$ cat config.mk
export PLATFORM = sky130hd
export DESIGN_NAME = sebf_top
export DESIGN_NICKNAME = d
export VERILOG_FILES = /design/src/sebf_pkg.sv /design/src/sebf_sync.sv /design/src/sebf_top.sv /design/src/sebf_wtimer.sv
export VERILOG_INCLUDE_DIRS = /design/src /design/src/src
export SDC_FILE = /design/constraint.sdc
export NUM_CORES = 1
export LEC_CHECK = 0
export BUFFER_PORTS_ARGS = -buffer_cell sky130_fd_sc_hd__buf_2
export CORE_MARGIN = 2
export CORE_UTILIZATION = 60
export CTS_BUF_LIST = sky130_fd_sc_hd__clkbuf_4
export DETAILED_ROUTE_END_ITERATION = 7
export GPL_ROUTABILITY_DRIVEN = 0
export MAX_ROUTING_LAYER = met4
export PLACE_DENSITY = 0.79
export RECOVER_POWER = 25
export SLEW_MARGIN = 5
export SYNTH_ARGS = -nofsm -noshare
export SYNTH_HDL_FRONTEND = slang
export SYNTH_HIERARCHICAL = 1
export SYNTH_SLANG_ARGS = --single-unit
$ cat constraint.sdc
create_clock -name CORE_CLK_IN -period 3.65 [get_ports CORE_CLK_IN]
set_clock_uncertainty 0.05 [all_clocks]
set_input_delay 0.5475 -clock CORE_CLK_IN [delete_from_list [all_inputs] [get_ports CORE_CLK_IN]]
set_output_delay 0.5475 -clock CORE_CLK_IN [all_outputs]
set_load 0.01 [all_outputs]
$ cat src/sebf_cfg.svh
// Constants for the serial EEPROM bus slave front end
`ifndef SEBF_CFG_SVH
`define SEBF_CFG_SVH
// Device-type code; the value is arbitrary
`define SEBF_DEV_CODE      4'h6
`define SEBF_ADDR_W        14
`define SEBF_TWC_MS        5
`define SEBF_CLK_MHZ       100
`define SEBF_TWC_CYC       (`SEBF_TWC_MS * 1000 * `SEBF_CLK_MHZ)
`define SEBF_TWC_W         20
`endif

$ cat src/sebf_pkg.sv
// Types for the serial EEPROM bus slave front end
package sebf_pkg;
  typedef enum logic [5:0] {
    ST_IDLE  = 6'h01,
    ST_CTRL  = 6'h02,
    ST_ADRH  = 6'h04,
    ST_ADRL  = 6'h08,
    ST_WDATA = 6'h10,
    ST_RDATA = 6'h20
  } sebf_state_t;
endpackage

$ cat src/sebf_sync.sv
// Two-flip-flop synchroniser for one pin
`timescale 1ns/1ps
module sebf_sync (
  input  wire logic clk_in,
  input  wire logic nrst_in,
  input  wire logic d_in,
  output logic      q_out
);
  logic meta_reg;
  always_ff @(posedge clk_in or negedge nrst_in)
  begin
    if (!nrst_in)
    begin
      meta_reg <= 1'b1;
      q_out    <= 1'b1;
    end
    else
    begin
      meta_reg <= d_in;
      q_out    <= meta_reg;
    end
  end
endmodule

$ cat src/sebf_top.sv
// Two-wire bus slave front end of a serial EEPROM
`include "sebf_cfg.svh"
`timescale 1ns/1ps
module sebf_top #(
  parameter int TWC_CYC = `SEBF_TWC_CYC
) (
  // Clock and reset
  input  wire logic                    CORE_CLK_IN,
  input  wire logic                    NRST_IN,
  // Serial bus pins
  input  wire logic                    SCL_IN,
  input  wire logic                    SDA_IN,
  output logic                         SDA_OUT,
  output logic                         SDA_OE_OUT,
  // Straps
  input  wire logic                    CHIP_SEL_STRAP_BIT0_IN,
  input  wire logic                    CHIP_SEL_STRAP_BIT1_IN,
  input  wire logic                    CHIP_SEL_STRAP_BIT2_IN,
  input  wire logic                    WP_IN,
  // Read data from the array side
  input  wire logic [7:0]              RD_DATA_IN,
  // Array side
  output logic [`SEBF_ADDR_W-1:0]      WORD_ADDRESS_BITS_OUT,
  output logic [2:0]                   CHIP_SEL_OUT,
  output logic [7:0]                   WR_DATA_OUT,
  output logic                         WR_DATA_STB_OUT,
  output logic                         RD_NEXT_STB_OUT,
  output logic                         WRITE_START_OUT,
  output logic                         BUSY_OUT,
  output logic                         SELECTED_OUT,
  output logic                         READ_MODE_OUT
);

  // ==========================================================
  // Pin synchronisers and condition detection
  logic scl_s, sda_s, wp_s, cs0_s, cs1_s, cs2_s;
  logic scl_d_reg, sda_d_reg, scl_fall_d_reg;
  logic busy;

  sebf_sync u_scl (.clk_in(CORE_CLK_IN), .nrst_in(NRST_IN), .d_in(SCL_IN), .q_out(scl_s));
  sebf_sync u_sda (.clk_in(CORE_CLK_IN), .nrst_in(NRST_IN), .d_in(SDA_IN), .q_out(sda_s));
  sebf_sync u_wp  (.clk_in(CORE_CLK_IN), .nrst_in(NRST_IN), .d_in(WP_IN), .q_out(wp_s));
  sebf_sync u_cs0 (.clk_in(CORE_CLK_IN), .nrst_in(NRST_IN), .d_in(CHIP_SEL_STRAP_BIT0_IN), .q_out(cs0_s));
  sebf_sync u_cs1 (.clk_in(CORE_CLK_IN), .nrst_in(NRST_IN), .d_in(CHIP_SEL_STRAP_BIT1_IN), .q_out(cs1_s));
  sebf_sync u_cs2 (.clk_in(CORE_CLK_IN), .nrst_in(NRST_IN), .d_in(CHIP_SEL_STRAP_BIT2_IN), .q_out(cs2_s));

  always_ff @(posedge CORE_CLK_IN or negedge NRST_IN)
  begin
    if (!NRST_IN)
    begin
      scl_d_reg      <= 1'b1;
      sda_d_reg      <= 1'b1;
      scl_fall_d_reg <= 1'b0;
    end
    else
    begin
      scl_d_reg      <= scl_s;
      sda_d_reg      <= sda_s;
      scl_fall_d_reg <= !scl_s && scl_d_reg;
    end
  end

  logic start_det, stop_det, scl_rise, scl_fall;
  assign start_det = scl_s && scl_d_reg && sda_d_reg && !sda_s;
  assign stop_det  = scl_s && scl_d_reg && !sda_d_reg && sda_s;
  assign scl_rise  = scl_s && !scl_d_reg;
  assign scl_fall  = !scl_s && scl_d_reg;

  // ==========================================================
  // Bit and byte sequencing
  sebf_pkg::sebf_state_t state_reg;
  logic [3:0] bit_reg;
  logic [7:0] shift_reg;
  logic       wr_cmd_reg;
  logic       got_data_reg;
  logic       ack_phase;
  logic       ctrl_match;
  logic [7:0] byte_in;

  assign ack_phase = (bit_reg == 4'h8);
  assign byte_in   = {shift_reg[6:0], sda_s};
  assign ctrl_match = (shift_reg[6:3] == `SEBF_DEV_CODE) &&
                      (shift_reg[2:0] == {cs2_s, cs1_s, cs0_s});

  always_ff @(posedge CORE_CLK_IN or negedge NRST_IN)
  begin
    if (!NRST_IN)
      shift_reg <= 8'h00;
    else if (scl_rise && !ack_phase)
      shift_reg <= byte_in;
  end

  // The SCL fall that ends a Start hold closes no bit
  logic start_hold_reg;

  always_ff @(posedge CORE_CLK_IN or negedge NRST_IN)
  begin
    if (!NRST_IN)
      start_hold_reg <= 1'b0;
    else if (start_det)
      start_hold_reg <= 1'b1;
    else if (scl_fall)
      start_hold_reg <= 1'b0;
  end

  // Bit counter: 0..7 data bits, 8 the acknowledge slot
  always_ff @(posedge CORE_CLK_IN or negedge NRST_IN)
  begin
    if (!NRST_IN)
      bit_reg <= 4'h0;
    else if (start_det)
      bit_reg <= 4'h0;
    else if (scl_fall && state_reg != sebf_pkg::ST_IDLE && !start_hold_reg)
      bit_reg <= ack_phase ? 4'h0 : bit_reg + 4'h1;
  end

  // Pending acknowledge and master acknowledge capture
  logic ack_pend_reg;
  logic master_ack_reg;
  logic nack_seen_reg;

  always_ff @(posedge CORE_CLK_IN or negedge NRST_IN)
  begin
    if (!NRST_IN)
    begin
      state_reg     <= sebf_pkg::ST_IDLE;
      wr_cmd_reg    <= 1'b0;
      ack_pend_reg  <= 1'b0;
      SELECTED_OUT  <= 1'b0;
      READ_MODE_OUT <= 1'b0;
      CHIP_SEL_OUT  <= 3'h0;
    end
    else if (stop_det)
    begin
      state_reg    <= sebf_pkg::ST_IDLE;
      ack_pend_reg <= 1'b0;
      SELECTED_OUT <= 1'b0;
    end
    else if (start_det)
    begin
      state_reg    <= sebf_pkg::ST_CTRL;
      ack_pend_reg <= 1'b0;
      SELECTED_OUT <= 1'b0;
    end
    else if (scl_rise && bit_reg == 4'h7)
    begin
      case (state_reg)
        sebf_pkg::ST_CTRL:
        begin
          if (ctrl_match && !busy)
          begin
            ack_pend_reg  <= 1'b1;
            SELECTED_OUT  <= 1'b1;
            CHIP_SEL_OUT  <= shift_reg[2:0];
            READ_MODE_OUT <= sda_s;
            wr_cmd_reg    <= !sda_s;
            state_reg     <= sda_s ? sebf_pkg::ST_RDATA : sebf_pkg::ST_ADRH;
          end
          else
            state_reg <= sebf_pkg::ST_IDLE;
        end
        sebf_pkg::ST_ADRH:
        begin
          ack_pend_reg <= 1'b1;
          state_reg    <= sebf_pkg::ST_ADRL;
        end
        sebf_pkg::ST_ADRL:
        begin
          ack_pend_reg <= 1'b1;
          state_reg    <= sebf_pkg::ST_WDATA;
        end
        sebf_pkg::ST_WDATA:
          ack_pend_reg <= 1'b1;
        sebf_pkg::ST_RDATA:
          ack_pend_reg <= 1'b0;
        default:
          state_reg <= sebf_pkg::ST_IDLE;
      endcase
    end
    else if (scl_fall && ack_phase)
      ack_pend_reg <= 1'b0;
    else if (nack_seen_reg && state_reg == sebf_pkg::ST_RDATA)
      state_reg <= sebf_pkg::ST_IDLE;
  end

  // Master acknowledge sampled at the ninth rising edge of a read byte
  always_ff @(posedge CORE_CLK_IN or negedge NRST_IN)
  begin
    if (!NRST_IN)
    begin
      master_ack_reg <= 1'b0;
      nack_seen_reg  <= 1'b0;
    end
    else
    begin
      master_ack_reg <= 1'b0;
      nack_seen_reg  <= 1'b0;
      if (scl_rise && ack_phase && state_reg == sebf_pkg::ST_RDATA && !ack_pend_reg)
      begin
        master_ack_reg <= !sda_s;
        nack_seen_reg  <= sda_s;
      end
    end
  end

  // ==========================================================
  // Address pointer, write data and strobes
  always_ff @(posedge CORE_CLK_IN or negedge NRST_IN)
  begin
    if (!NRST_IN)
    begin
      WORD_ADDRESS_BITS_OUT <= '0;
      WR_DATA_OUT           <= 8'h00;
      WR_DATA_STB_OUT       <= 1'b0;
      RD_NEXT_STB_OUT       <= 1'b0;
      got_data_reg          <= 1'b0;
    end
    else
    begin
      WR_DATA_STB_OUT <= 1'b0;
      RD_NEXT_STB_OUT <= master_ack_reg;
      if (start_det)
        got_data_reg <= 1'b0;
      if (scl_rise && bit_reg == 4'h7)
      begin
        case (state_reg)
          sebf_pkg::ST_ADRH:
            WORD_ADDRESS_BITS_OUT[13:8] <= byte_in[5:0];
          sebf_pkg::ST_ADRL:
            WORD_ADDRESS_BITS_OUT[7:0] <= byte_in;
          sebf_pkg::ST_WDATA:
          begin
            WR_DATA_OUT     <= byte_in;
            WR_DATA_STB_OUT <= 1'b1;
            got_data_reg    <= 1'b1;
          end
          default:
            got_data_reg <= got_data_reg;
        endcase
      end
    end
  end

  // Write cycle launches at Stop only with data and protect low
  logic write_go;
  assign write_go = stop_det && wr_cmd_reg && got_data_reg &&
                    state_reg == sebf_pkg::ST_WDATA && !wp_s;

  always_ff @(posedge CORE_CLK_IN or negedge NRST_IN)
  begin
    if (!NRST_IN)
      WRITE_START_OUT <= 1'b0;
    else
      WRITE_START_OUT <= write_go;
  end

  sebf_wtimer #(.TWC_CYC(TWC_CYC)) u_wt (
    .clk_in   (CORE_CLK_IN),
    .nrst_in  (NRST_IN),
    .go_in    (write_go),
    .busy_out (busy)
  );

  always_ff @(posedge CORE_CLK_IN or negedge NRST_IN)
  begin
    if (!NRST_IN)
      BUSY_OUT <= 1'b0;
    else
      BUSY_OUT <= busy;
  end

  // ==========================================================
  // Open-drain data driver
  logic [7:0] tx_reg;
  logic       pull_low;

  always_ff @(posedge CORE_CLK_IN or negedge NRST_IN)
  begin
    if (!NRST_IN)
      tx_reg <= 8'hFF;
    else if (state_reg == sebf_pkg::ST_RDATA && scl_fall && ack_phase)
      tx_reg <= RD_DATA_IN;
    else if (state_reg == sebf_pkg::ST_RDATA && scl_fall && !ack_phase && bit_reg != 4'h7)
      tx_reg <= {tx_reg[6:0], 1'b1};
  end

  always_comb
  begin
    pull_low = 1'b0;
    if (ack_pend_reg && ack_phase)
      pull_low = 1'b1;
    else if (state_reg == sebf_pkg::ST_RDATA && !ack_phase && !ack_pend_reg)
      pull_low = !tx_reg[7];
  end

  // Drive changes follow SCL falling, so SDA moves while SCL is low; Start, Stop and a master not-acknowledge also update it
  always_ff @(posedge CORE_CLK_IN or negedge NRST_IN)
  begin
    if (!NRST_IN)
    begin
      SDA_OE_OUT <= 1'b0;
      SDA_OUT    <= 1'b0;
    end
    else
    begin
      SDA_OUT <= 1'b0;
      // One cycle after the fall, so the bit counter already names the new bit
      if (scl_fall_d_reg || start_det || stop_det || nack_seen_reg)
        SDA_OE_OUT <= pull_low && !stop_det && !start_det;
    end
  end

  // ==========================================================
  // Checks
  od_never_high_a: assert property (@(posedge CORE_CLK_IN) disable iff (!NRST_IN) SDA_OUT == 1'b0)
    else $error("SDA driven high");
  busy_no_ack_a: assert property (@(posedge CORE_CLK_IN) disable iff (!NRST_IN)
    (busy && state_reg == sebf_pkg::ST_CTRL && scl_rise && bit_reg == 4'h7) |=> !ack_pend_reg && !SELECTED_OUT)
    else $error("ack during write cycle");
  mismatch_idle_a: assert property (@(posedge CORE_CLK_IN) disable iff (!NRST_IN)
    (state_reg == sebf_pkg::ST_CTRL && scl_rise && bit_reg == 4'h7 && !ctrl_match) |=> !ack_pend_reg)
    else $error("ack on mismatched control");
  wp_block_a: assert property (@(posedge CORE_CLK_IN) disable iff (!NRST_IN)
    (stop_det && wp_s) |=> !WRITE_START_OUT)
    else $error("write started while protected");
  write_busy_a: assert property (@(posedge CORE_CLK_IN) disable iff (!NRST_IN)
    write_go |=> busy ##1 BUSY_OUT)
    else $error("busy missing after write start");
  oe_steady_a: assert property (@(posedge CORE_CLK_IN) disable iff (!NRST_IN)
    (scl_s && scl_d_reg && !start_det && !stop_det && !nack_seen_reg) |=> $stable(SDA_OE_OUT))
    else $error("SDA drive changed while SCL high");
  start_ctrl_a: assert property (@(posedge CORE_CLK_IN) disable iff (!NRST_IN)
    start_det |=> state_reg == sebf_pkg::ST_CTRL && bit_reg == 4'h0)
    else $error("start not taken");
  stop_idle_a: assert property (@(posedge CORE_CLK_IN) disable iff (!NRST_IN)
    stop_det |=> state_reg == sebf_pkg::ST_IDLE && !SDA_OE_OUT)
    else $error("stop not taken");
  ack_drive_a: assert property (@(posedge CORE_CLK_IN) disable iff (!NRST_IN)
    (ack_pend_reg && ack_phase && scl_fall_d_reg && !start_det && !stop_det) |=> SDA_OE_OUT)
    else $error("acknowledge not driven");
  rd_next_stb_a: assert property (@(posedge CORE_CLK_IN) disable iff (!NRST_IN)
    (scl_rise && ack_phase && state_reg == sebf_pkg::ST_RDATA && !ack_pend_reg && !sda_s) |-> ##2 RD_NEXT_STB_OUT)
    else $error("read advance missing");
  nack_release_a: assert property (@(posedge CORE_CLK_IN) disable iff (!NRST_IN)
    (nack_seen_reg && !start_det && !stop_det) |=> state_reg == sebf_pkg::ST_IDLE && !SDA_OE_OUT)
    else $error("data line held after master not-acknowledge");
  start_bit_a: assert property (@(posedge CORE_CLK_IN) disable iff (!NRST_IN)
    (start_hold_reg && scl_fall && !start_det) |=> bit_reg == 4'h0)
    else $error("bit counted on Start hold fall");
endmodule

$ cat src/sebf_wtimer.sv
// Self-timed write cycle counter, busy while running
`include "sebf_cfg.svh"
`timescale 1ns/1ps
module sebf_wtimer #(
  parameter int TWC_CYC = `SEBF_TWC_CYC
) (
  input  wire logic clk_in,
  input  wire logic nrst_in,
  input  wire logic go_in,
  output logic      busy_out
);
  logic [`SEBF_TWC_W-1:0] cnt_reg;
  always_ff @(posedge clk_in or negedge nrst_in)
  begin
    if (!nrst_in)
    begin
      cnt_reg  <= '0;
      busy_out <= 1'b0;
    end
    else if (go_in && !busy_out)
    begin
      cnt_reg  <= `SEBF_TWC_W'(TWC_CYC - 1);
      busy_out <= 1'b1;
    end
    else if (busy_out)
    begin
      if (cnt_reg == '0)
        busy_out <= 1'b0;
      else
        cnt_reg <= cnt_reg - `SEBF_TWC_W'(1);
    end
  end
endmodule
==> results.md, run 1 <==
- Nets: between 400 and 500
- Pwr dens: 398.0 mW/mm^2
- Post-synth EDFFs: 0
- Largest register FFs: 20
- Yosys top cell by area: dfrtp_1
- Final worst slack: 1.256 ns
- CTS clk-pin slew, worst paths: roughly 0.17 ns
- Final setup fails: 0
- Switch Pwr: between 500 and 600 uW
- DP Worst Slack: around 1.3 ns
- Fin util: 0.6827
- Slew @ Worst Pin: about 1.5 ns
- Worst reg2reg path endpoint: u_wt/cnt_reg[3]
- Resize count post-CTS: 0
- Internal: roughly 1.4 mW
- Max-slew headroom: 0.01014
- M3 GR Usage: 0.04232
- Syn nets: roughly 400
- Die footprint: between 0.008 and 0.009 sq mm
- Mapped Cells: ~380
- DP Wirelength: between 5000 and 6000 um
- Min Tclk post-route: 2.394 ns
- Row cnt: 31
- I/O pin cnt: between 40 and 50
- Reg power frac: 0.623
- CTS tree: done
- Iter 0 DRT Violations: around 130
- Reg2reg setup slack: 1.26 ns
- Final period utilization: 0.6559
- Worst endpoint data arrival time: ~2.7 ns
- Grt peak-use layer: met2
- Asr flop ratio synth: 1.000
- Die Height: just over 90 um
- Max IR drop VDD: ~0.00037 V
- Worst Setup Path Type: reg2reg
- Met2 GRT Util: 0.3352
- H-tree levels: 3
- Distinct cells, synth: between 60 and 70
- Critical Path End Type: register
- Core area: between 0.007 and 0.008 sq mm
- Vias in the first global route: between 2,000 and 3,000
- Most numerous cell in the Yosys netlist: dfrtp_1
- Main flop type after synthesis: dfrtp_1
- Synth warn: 6
- Final Max Tran Viols: 0
- Detailed Routing Iterations Pass 1: 4
- Total Power: roughly 2.0 mW
- Status: complete, no violations
- Crit-path cells: nor3_1 -> nand3_1 -> nor4_1 -> nor2b_1 -> nor2_1 -> mux2i_1
- Max Freq: approximately 420 MHz
- FF-to-FF path depth: 6
- Worst Hold Class: in2reg
- DRC: 0
- Cells after DPL: between 500 and 600
- Met1 Usage GRT: 0.3073
- Crit path max-delay family: simple AND/OR/NAND/NOR gates
- First-pass GRT wire length: 14,350 um
- Initial Utilization: 0.6243
- Avg Inst Size Synth: between 10 and 15 sq um
- Largest net degree at the start of global routing: 62
- Grt ovf: 0
- I/O Buffers: 47
- Post-DRT Antenna Nets: 0
- Die Width: between 90 and 100 um
- Vias: between 3,000 and 4,000
- Clock power frac: 0.287
- CP max stage cell: nor2b_1
- Cell depth of the worst setup path: 6
- Crit Path Max Fanout: 10
- Final hold vios: 0
- Postcts setup bufs: 0
- Vias/cell: 5.886
- Global Route Usage Sum: 0.2212
- Worst EP required: a little under 4 ns
- Critical R2R Launch: state_reg[3]
- Synth Cell Area: approximately 0.0046 sq mm
- Slowest stage delay, CP: approximately 0.57 ns
- Worst-Skew Late Latency: about 0.46 ns
- Sequential area share after synthesis: 0.5476
- Clk root buf: clkbuf_4
- Share of layout cells above drive strength 1: 0.3287
- CTS Buf Count: 9
- Gate power share: 0.090
- Max-cap violations: 0
- Worst Path Buf+Inv: 0
- N_diodes: 0
- Unrepaired setup endpoints after global routing: false
- Setup total negative slack: 0 ns
- Max clock buf depth: 2
- Worst setup path endpoint: u_wt/cnt_reg[3]
- # hold bufs at CTS: 0
- Initial antenna violation count: 0
- Switching fraction of total power: 0.2925
- Area Overhead vs Synth: 9.349%
- Drt total wl: 8504 um
- Worst setup SP type: register
- #FFs+latches synth: 99
- Non-filler cells, final: about 530
- LEAKAGE: between 2 and 3 nW
- Area share of the largest cell type after synthesis: 0.4155
- Synth top cells by count: dfrtp_1 (76), mux2_2 (28), nand2_1 (27)
- Top post-synthesis cells by area: dfrtp_1 (42%), dfstp_2 (13%), mux2_2 (6.9%)
- Wire length per cell: ~16 um
- CP Launch Point: state_reg[3]
- CTS sink count: 99
area by class of cell:
class,count,area [sq um]
flip-flops and latches,99,2506
multi-input cells,254,1936
repair buffers,49,250.2
clock inverters,7,80.08
well taps,99,123.9
clock buffers,9,67.56
fillers,555,2326
inverters,11,41.29
power groups by stage:
stage,Sequential [mW],Combinational [mW],Clock (mW)
2_1_floorplan,1.23,0.125,0
3_3_place_gp,1.26,0.174,0
3_5_place_dp,1.26,0.182,0
4_1_cts,1.24,0.182,0.586
5_1_grt,1.25,0.205,0.627
6_report,1.24,0.179,0.572
worst register-to-register path, cell delays in order, from the launching register on:
cell and delay, ns:
dfrtp_1 0.55, nor3_1 0.23, nand3_1 0.17, nor4_1 0.45, nor2b_1 0.57, nor2_1 0.11
mux2i_1 0.19
kinds of logic (layout without fill, tap and decap cells):
kind of cell | Yosys count | after routing | synth area share
AND/OR/NAND/NOR | 130 | 130 | 0.1782
flip-flops | 99 | 99 | 0.5476
AO/OA/AOI/OAI | 64 | 64 | 0.1009
multiplexers | 50 | 50 | 0.1225
buffers and inverters | 26 | 76 | 0.02952
XOR/XNOR | 5 | 5 | 0.009568
adder cells (fa/ha/maj) | 4 | 4 | 0.01094
other | 1 | 1 | 0.0008193
per-stage QoR:
step / hold slack (ns) / cell area, sq um
after global placement: 0.2868 / 4860
after detailed placement: 0.2963 / 4860
final: 0.1037 / 5005
after CTS: 0.09161 / 5007
after global routing: 0.06770 / 5005
after floorplan: 0.2019 / 4577
placed cells by master, fill, tap and decap left out, types with 3 or more instances in the layout:
cell | synthesis | layout
ha_1 | 4 | 4
mux2i_1 | 17 | 17
nor3b_1 | 4 | 4
nand3b_1 | 3 | 3
xor2_1 | 4 | 4
nand2_1 | 27 | 27
clkbuf_4 | 0 | 9
o211ai_2 | 4 | 4
dfrtp_1 | 76 | 76
and4_1 | 6 | 6
a21oi_1 | 3 | 3
nor2_1 | 25 | 25
o21ai_0 | 8 | 8
buf_2 | 3 | 46
o21ai_1 | 14 | 14
nand2b_1 | 7 | 7
a21o_1 | 3 | 3
nor2b_1 | 5 | 5
dfstp_2 | 23 | 22
and2_1 | 3 | 3
nand3_1 | 5 | 5
o22ai_1 | 8 | 8
nor4_1 | 6 | 6
inv_1 | 11 | 11
nor3_1 | 7 | 7
nand4_1 | 4 | 4
or4_4 | 3 | 3
or3_1 | 4 | 4
mux2_2 | 28 | 28
o2bb2ai_1 | 4 | 4
mux2_4 | 5 | 5
worst min path at each step:
stage,cells after the start,startpoint,to,slack [ns]
floorplan,0,NRST_IN,BUSY_OUT,0.20
global placement,0,master_ack_reg,RD_NEXT_STB_OUT,0.29
detailed placement,0,master_ack_reg,RD_NEXT_STB_OUT,0.30
CTS,1,WP_IN,u_wp/meta_reg,0.09
global route,1,SDA_IN,u_sda/meta_reg,0.07
finish,1,SDA_IN,u_sda/meta_reg,0.10
layer usage:
metal | vias to the layer above | wire [um]
met5 | - | 0
met1 | 1546 | 4033
met2 | 78 | 3988
li1 | 1474 | -
met3 | 10 | 393
met4 | 0 | 88
(Power assumes the default switching activity.)
==> run 2: changes to the inputs <==
==> constraint.sdc (replaced) <==
create_clock -name CORE_CLK_IN -period 2.4 [get_ports CORE_CLK_IN]
set_clock_uncertainty 0.05 [all_clocks]
set_input_delay 0.36 -clock CORE_CLK_IN [delete_from_list [all_inputs] [get_ports CORE_CLK_IN]]
set_output_delay 0.36 -clock CORE_CLK_IN [all_outputs]
set_load 0.01 [all_outputs]
==> run 2 against run 1 <==
  * Critical path depth shrank 3
  * Final area grew 2.9%
  * Power grew 53%
  * Flip-flop and latch count is the same
  * Critical endpoint is now WORD_ADDRESS_BITS_OUT[1]
  * Largest power group unchanged
  * Highest routed layer unchanged
==> results.md, run 2 (synthesized netlist as in run 1, its figures left out) <==
- Iter 0 DRT Violations: 156 (+25%)
- Worst-Skew Late Latency: 0.45 ns (about the same)
- I/O pin cnt: 49 (unchanged)
- Max IR drop VDD: 0.0004519 V (+21%)
- Switch Pwr: 887.3 uW (+52%)
- Wire length per cell: 16.30 um (+1.2%)
- Max clock buf depth: 2 (unchanged)
- Final hold vios: 0 (unchanged)
- Detailed Routing Iterations Pass 1: 4 (unchanged)
- Worst Hold Class: in2reg
- Die Height: 91.34 um (unchanged)
- Max-cap violations: 0 (unchanged)
- Vias: 3,193 (+2.7%)
- Die footprint: 0.008343 sq mm (unchanged)
- Worst Setup Path Type: reg2reg
- Core area: 0.007331 sq mm (unchanged)
- Critical Path End Type: register
- Post-DRT Antenna Nets: 0 (unchanged)
- I/O Buffers: 47 (unchanged)
- Internal: 2.158 mW (+53%)
- Slew @ Worst Pin: 1.098 ns (-0.3867 ns)
- Fillcell total: 536 (-3.4%)
- Setup total negative slack: 0 ns (unchanged)
- Unrepaired setup endpoints after global routing: false
- Grt ovf: 0 (unchanged)
- Status: complete, no violations
- DRC: 0 (unchanged)
- Min Tclk post-route: 2.214 ns (-0.1799 ns)
- DP Wirelength: 6115 um (+3.4%)
- Nets: 461 (+3.8%)
- Crit path max-delay family: simple AND/OR/NAND/NOR gates
- Crit-path cells: nor4_1 -> nand4b_2 -> mux2_2
- Postcts setup bufs: 0 (unchanged)
- Initial antenna violation count: 0 (unchanged)
- Initial Utilization: 0.6243 (unchanged)
- Final Max Tran Viols: 0 (unchanged)
- First-pass GRT wire length: 15,180 um (+5.8%)
- CTS tree: done
- Vias in the first global route: 3,176 (+6.2%)
- Crit Path Max Fanout: 9 (-1)
- Clk root buf: clkbuf_4
- CTS Buf Count: 9 (unchanged)
- Fin util: 0.7029 (+0.02014)
- Slowest stage delay, CP: 0.72 ns (+0.15 ns)
- Gate power share: 0.096 (+0.006)
- N_diodes: 0 (unchanged)
- Worst endpoint data arrival time: 2.53 ns (-0.19 ns)
- CTS sink count: 99 (unchanged)
- H-tree levels: 3 (unchanged)
- Global Route Usage Sum: 0.2342 (+0.01308)
- Largest register FFs: 20 (unchanged)
- Switching fraction of total power: 0.2914 (-0.001162)
- Commonest non-fill, non-tap cell in the layout: dfrtp_1
- Worst setup SP type: register
- Reg power frac: 0.618 (-0.005)
- CP max stage cell: nor4_1
- Drt total wl: 8882 um (+4.4%)
- Clock power frac: 0.286 (about the same)
- LEAKAGE: 2.655 nW (+3.1%)
- Final worst slack: 0.1860 ns (-1.070 ns)
- Share of layout cells above drive strength 1: 0.3363 (+0.007652)
- Largest net degree at the start of global routing: 45 (-27%)
- Most frequent cells in the layout: dfrtp_1 (76), buf_2 (46), mux2_2 (28), nand2_1 (27), nor2_1 (25)
- Max Freq: 451.7 MHz (+8.1%)
- Area Overhead vs Synth: 12.58%
- CTS clk-pin slew, worst paths: 0.17 ns (about the same)
- Worst Path Buf+Inv: 0 (unchanged)
- Row cnt: 31 (unchanged)
- Max-slew headroom: 0.2680 (+0.2578)
- Final period utilization: 0.9225 (+0.2666)
- Worst EP required: 2.72 ns (-1.26 ns)
- Pwr dens: 591.1 mW/mm^2 (+49%)
- DP Worst Slack: 0.1611 ns (-1.123 ns)
- Vias/cell: 5.859 (-0.47%)
- Final setup fails: 0 (unchanged)
- Die Width: 91.34 um (unchanged)
-- run 2: power groups by stage --
stage	Clock [mW]	Combinational (mW)	Sequential, mW
after detailed placement	0	0.286	1.91
after floorplan	0	0.191	1.88
after CTS	0.904	0.297	1.88
final	0.870	0.292	1.88
after global placement	0	0.275	1.90
after global routing	0.975	0.324	1.90
-- run 2: path summary, 6_finish.rpt --
path | start | to | slack, ns | cells after the start
setup / recovery | state_reg[5] | WORD_ADDRESS_BITS_OUT[1] | 0.19 | 3
hold / removal | RD_DATA_IN[0] | tx_reg[0] | 0.12 | 3
setup reg to reg | state_reg[5] | WORD_ADDRESS_BITS_OUT[1] | 0.19 | 3
hold reg to reg | master_ack_reg | RD_NEXT_STB_OUT | 0.31 | 0
max in group asynchronous | NRST_IN | u_wt/cnt_reg[4] | 0.84 | 3
min in group asynchronous | NRST_IN | u_wt/cnt_reg[17] | 0.57 | 2
-- run 2: tightest hold or removal path: stages --
cell	delay, ns
buf_2	0.11
nor2_1	0.09
a22oi_1	0.07
-- run 2: stage by stage --
| step | cells | power, mW | hold slack, ns | instance area [sq um] |
|---|---|---|---|---|
| 6_report | 545 | 3.046 | 0.1205 | 5152 |
| 3_5_place_dp | 522 | 2.198 | 0.2879 | 4947 |
| 2_1_floorplan | 379 | 2.067 | 0.01441 | 4577 |
| 5_1_grt | 545 | 3.198 | 0.1203 | 5152 |
| 4_1_cts | 545 | 3.083 | 0.1069 | 5160 |
| 3_3_place_gp | 522 | 2.178 | 0.2873 | 4947 |
-- run 2: cell type report --
cell class | instances | area [sq um] | share of cell area
sequential | 99 | 2506 | 0.4864
multi-input combinational | 254 | 1938 | 0.3762
timing repair buffer | 66 | 400.4 | 0.07771
tap | 99 | 123.9 | 0.02404
clock inverter | 7 | 75.07 | 0.01457
clock buffer | 9 | 67.56 | 0.01311
inverter | 11 | 41.29 | 0.008014
-- run 2: what timing repair did --
item | in CTS | in global routing
endpoints found under the hold margin | 33 | 0
setup endpoints to repair | 0 | 3
resized for setup | 0 | 1
hold buffers | 7 | 0
-- run 2: per-layer routing --
layer / wire, um / part of all wire / GRT usage
met5: 0 / 0 / -
met2: 4148 / 0.47 / 0.3525
met4: 133 / 0.015 / 0.07828
met1: 4160 / 0.47 / 0.3165
met3: 439 / 0.049 / 0.05643
==> run 3: changes to the inputs <==
--- a/config.mk
+++ b/config.mk
@@ -13,7 +13,7 @@
 export DETAILED_ROUTE_END_ITERATION = 7
 export GPL_ROUTABILITY_DRIVEN = 0
 export MAX_ROUTING_LAYER = met4
-export PLACE_DENSITY = 0.79
+export PLACE_DENSITY = 0.81
 export RECOVER_POWER = 25
 export SLEW_MARGIN = 5
 export SYNTH_ARGS = -nofsm -noshare
==> run 3 against run 2 <==
  * Worst hold slack better by 0.0050 ns
  * Sequential power hardly changed
  * Register-to-register slack hardly changed
  * First-iteration DRC count is 37% higher
  * Global-route usage stayed put
  * Die area stayed put
  * Via count hardly changed
  * Sequential share of layout area is 0.13 points higher
  * Wire length is 0.74% higher
  * Clock power is 3.2% lower
  * Clock-buffer cell count stayed put
  * Critical endpoint is now u_wt/cnt_reg[1]
==> results.md, run 3 (synthesized netlist as in run 1, its figures left out) <==
- Core area: 0.007331 sq mm (unchanged)
- Cells after DPL: 522 (unchanged)
- Wire length per cell: 16.42 um (+0.74%)
- Area Overhead vs Synth: 12.27%
- Max IR drop VDD: 0.0003967 V (-12%)
- Postcts setup bufs: 0 (unchanged)
- Total Power: 3.017 mW (-0.94%)
- Pwr dens: 587.1 mW/mm^2 (-0.68%)
- Critical Path End Type: register
- Clk root buf: clkbuf_4
- Max-slew headroom: 0.3944 (+0.1264)
- Clock power frac: 0.279 (-0.007)
- Min Tclk post-route: 2.210 ns (-0.003658 ns)
- Internal: 2.140 mW (-0.83%)
- Gate power share: 0.094 (-0.002)
- CTS Buf Count: 9 (unchanged)
- I/O pin cnt: 49 (unchanged)
- Grt ovf: 0 (unchanged)
- Post-DRT Antenna Nets: 0 (unchanged)
- Drt total wl: 8948 um (+0.74%)
- CTS clk-pin slew, worst paths: 0.17 ns (about the same)
- Die footprint: 0.008343 sq mm (unchanged)
- Vias: 3,192 (-0.031%)
- Reg power frac: 0.626 (+0.008)
- CTS sink count: 99 (unchanged)
- Die Width: 91.34 um (unchanged)
- Placed Area: 0.004947 sq mm (unchanged)
- Max Freq: 452.4 MHz (+0.17%)
- H-tree levels: 3 (unchanged)
- Commonest non-fill, non-tap cell in the layout: dfrtp_1
- Worst setup SP type: register
- Largest register FFs: 20 (unchanged)
- Worst endpoint data arrival time: 2.53 ns (about the same)
- Iter 0 DRT Violations: 214 (+37%)
- DP Wirelength: 6158 um (+0.70%)
- WHS: 0.1255 ns (+0.005019 ns)
- Vias/cell: 5.857 (about the same)
- Worst Setup Path Type: reg2reg
- Final period utilization: 0.9210 (-0.001524)
- Setup total negative slack: 0 ns (unchanged)
- Max-cap violations: 0 (unchanged)
- Max clock buf depth: 2 (unchanged)
- Status: complete, no violations
- Largest net degree at the start of global routing: 70 (+56%)
- Worst Hold Class: in2reg
- Detailed Routing Iterations Pass 1: 4 (unchanged)
- Worst-Skew Late Latency: 0.45 ns (about the same)
- Share of layout cells above drive strength 1: 0.3363 (unchanged)
- DRC: 0 (unchanged)
- N_diodes: 0 (unchanged)
- Initial antenna violation count: 0 (unchanged)
- Die Height: 91.34 um (unchanged)
- LEAKAGE: 2.644 nW (-0.43%)
- CTS tree: done
- Unrepaired setup endpoints after global routing: false
- Final hold vios: 0 (unchanged)
- Final setup fails: 0 (unchanged)
- Non-filler cells, final: 545 (unchanged)
- Final Instance Area: 0.005139 sq mm (-0.27%)
- Final Max Tran Viols: 0 (unchanged)
- I/O Buffers: 47 (unchanged)
- Switch Pwr: 876.4 uW (-1.2%)
- Crit Path Max Fanout: 22 (+13)
- Switching fraction of total power: 0.2905 (-0.0008346)
- Slew @ Worst Pin: 0.9085 ns (-0.1896 ns)
- Nets: 461 (unchanged)
- First-pass GRT wire length: 15,210 um (+0.18%)
- Initial Utilization: 0.6243 (unchanged)
- Global Route Usage Sum: 0.2342 (unchanged)
- Row cnt: 31 (unchanged)
- Vias in the first global route: 3,115 (-1.9%)
- Most frequent cells in the layout: dfrtp_1 (76), buf_2 (46), mux2_2 (28), nand2_1 (27), nor2_1 (25)
- Worst EP required: 2.72 ns (about the same)
==> run 3: layout make-up <==
class | instances | area [sq um]
clock inverter | 7 | 67.56
fill | 505 | 2192
sequential | 99 | 2506
timing repair buffer | 66 | 394.1
multi-input combinational | 254 | 1938
tap | 99 | 123.9
inverter | 11 | 41.29
clock buffer | 9 | 67.56
==> run 3: through the flow <==
stage	utilization	setup slack, ns
final	0.7010	0.1897
after global routing	0.7010	0.03111
after CTS	0.7029	0.1804
after detailed placement	0.6749	0.2262
after global placement	0.6749	0.3044
after floorplan	-	0.3705
==> run 3: worst paths after layout <==
kind	startpoint	to	cells after the start	slack, ns
setup / recovery	u_wt/cnt_reg[0]	u_wt/cnt_reg[1]	6	0.19
hold / removal	RD_DATA_IN[0]	tx_reg[0]	3	0.13
setup reg to reg	u_wt/cnt_reg[0]	u_wt/cnt_reg[1]	6	0.19
hold reg to reg	u_cs0/meta_reg	u_cs0/q_out	0	0.32
max in group asynchronous	NRST_IN	WR_DATA_OUT[3]	3	0.69
min in group asynchronous	NRST_IN	bit_reg[3]	2	0.32
==> run 3: metal layers <==
metal  global-route usage  part of all wire  vias up
li1                     -                 -     1515
met1               0.3361              0.48     1570
met2               0.3346              0.46       94
met3              0.05394             0.049       13
met4              0.07449            0.0096        0
met5                    -                 0        -
==> run 3: what timing repair did <==
item / 4_1_cts / 5_1_grt
setup endpoints to repair: 0 / 2
gates resized for setup: 0 / 1
endpoints found under the hold margin: 27 / 0
hold buffers: 7 / 0
==> run 3: power by group through the flow <==
stage | Combinational, mW | Clock, mW | Sequential (mW)
floorplan | 0.191 | 0 | 1.88
global placement | 0.269 | 0 | 1.91
detailed placement | 0.281 | 0 | 1.92
CTS | 0.291 | 0.868 | 1.89
global route | 0.325 | 0.929 | 1.91
finish | 0.285 | 0.842 | 1.89
==> run 3: critical path, cell delays in order, from the launching register on <==
cell and delay, ns:
dfrtp_1 0.45, inv_1 0.09, ha_1 0.14, or4b_1 0.43, or3_4 0.47, o21ai_2 0.27
mux2i_1 0.22
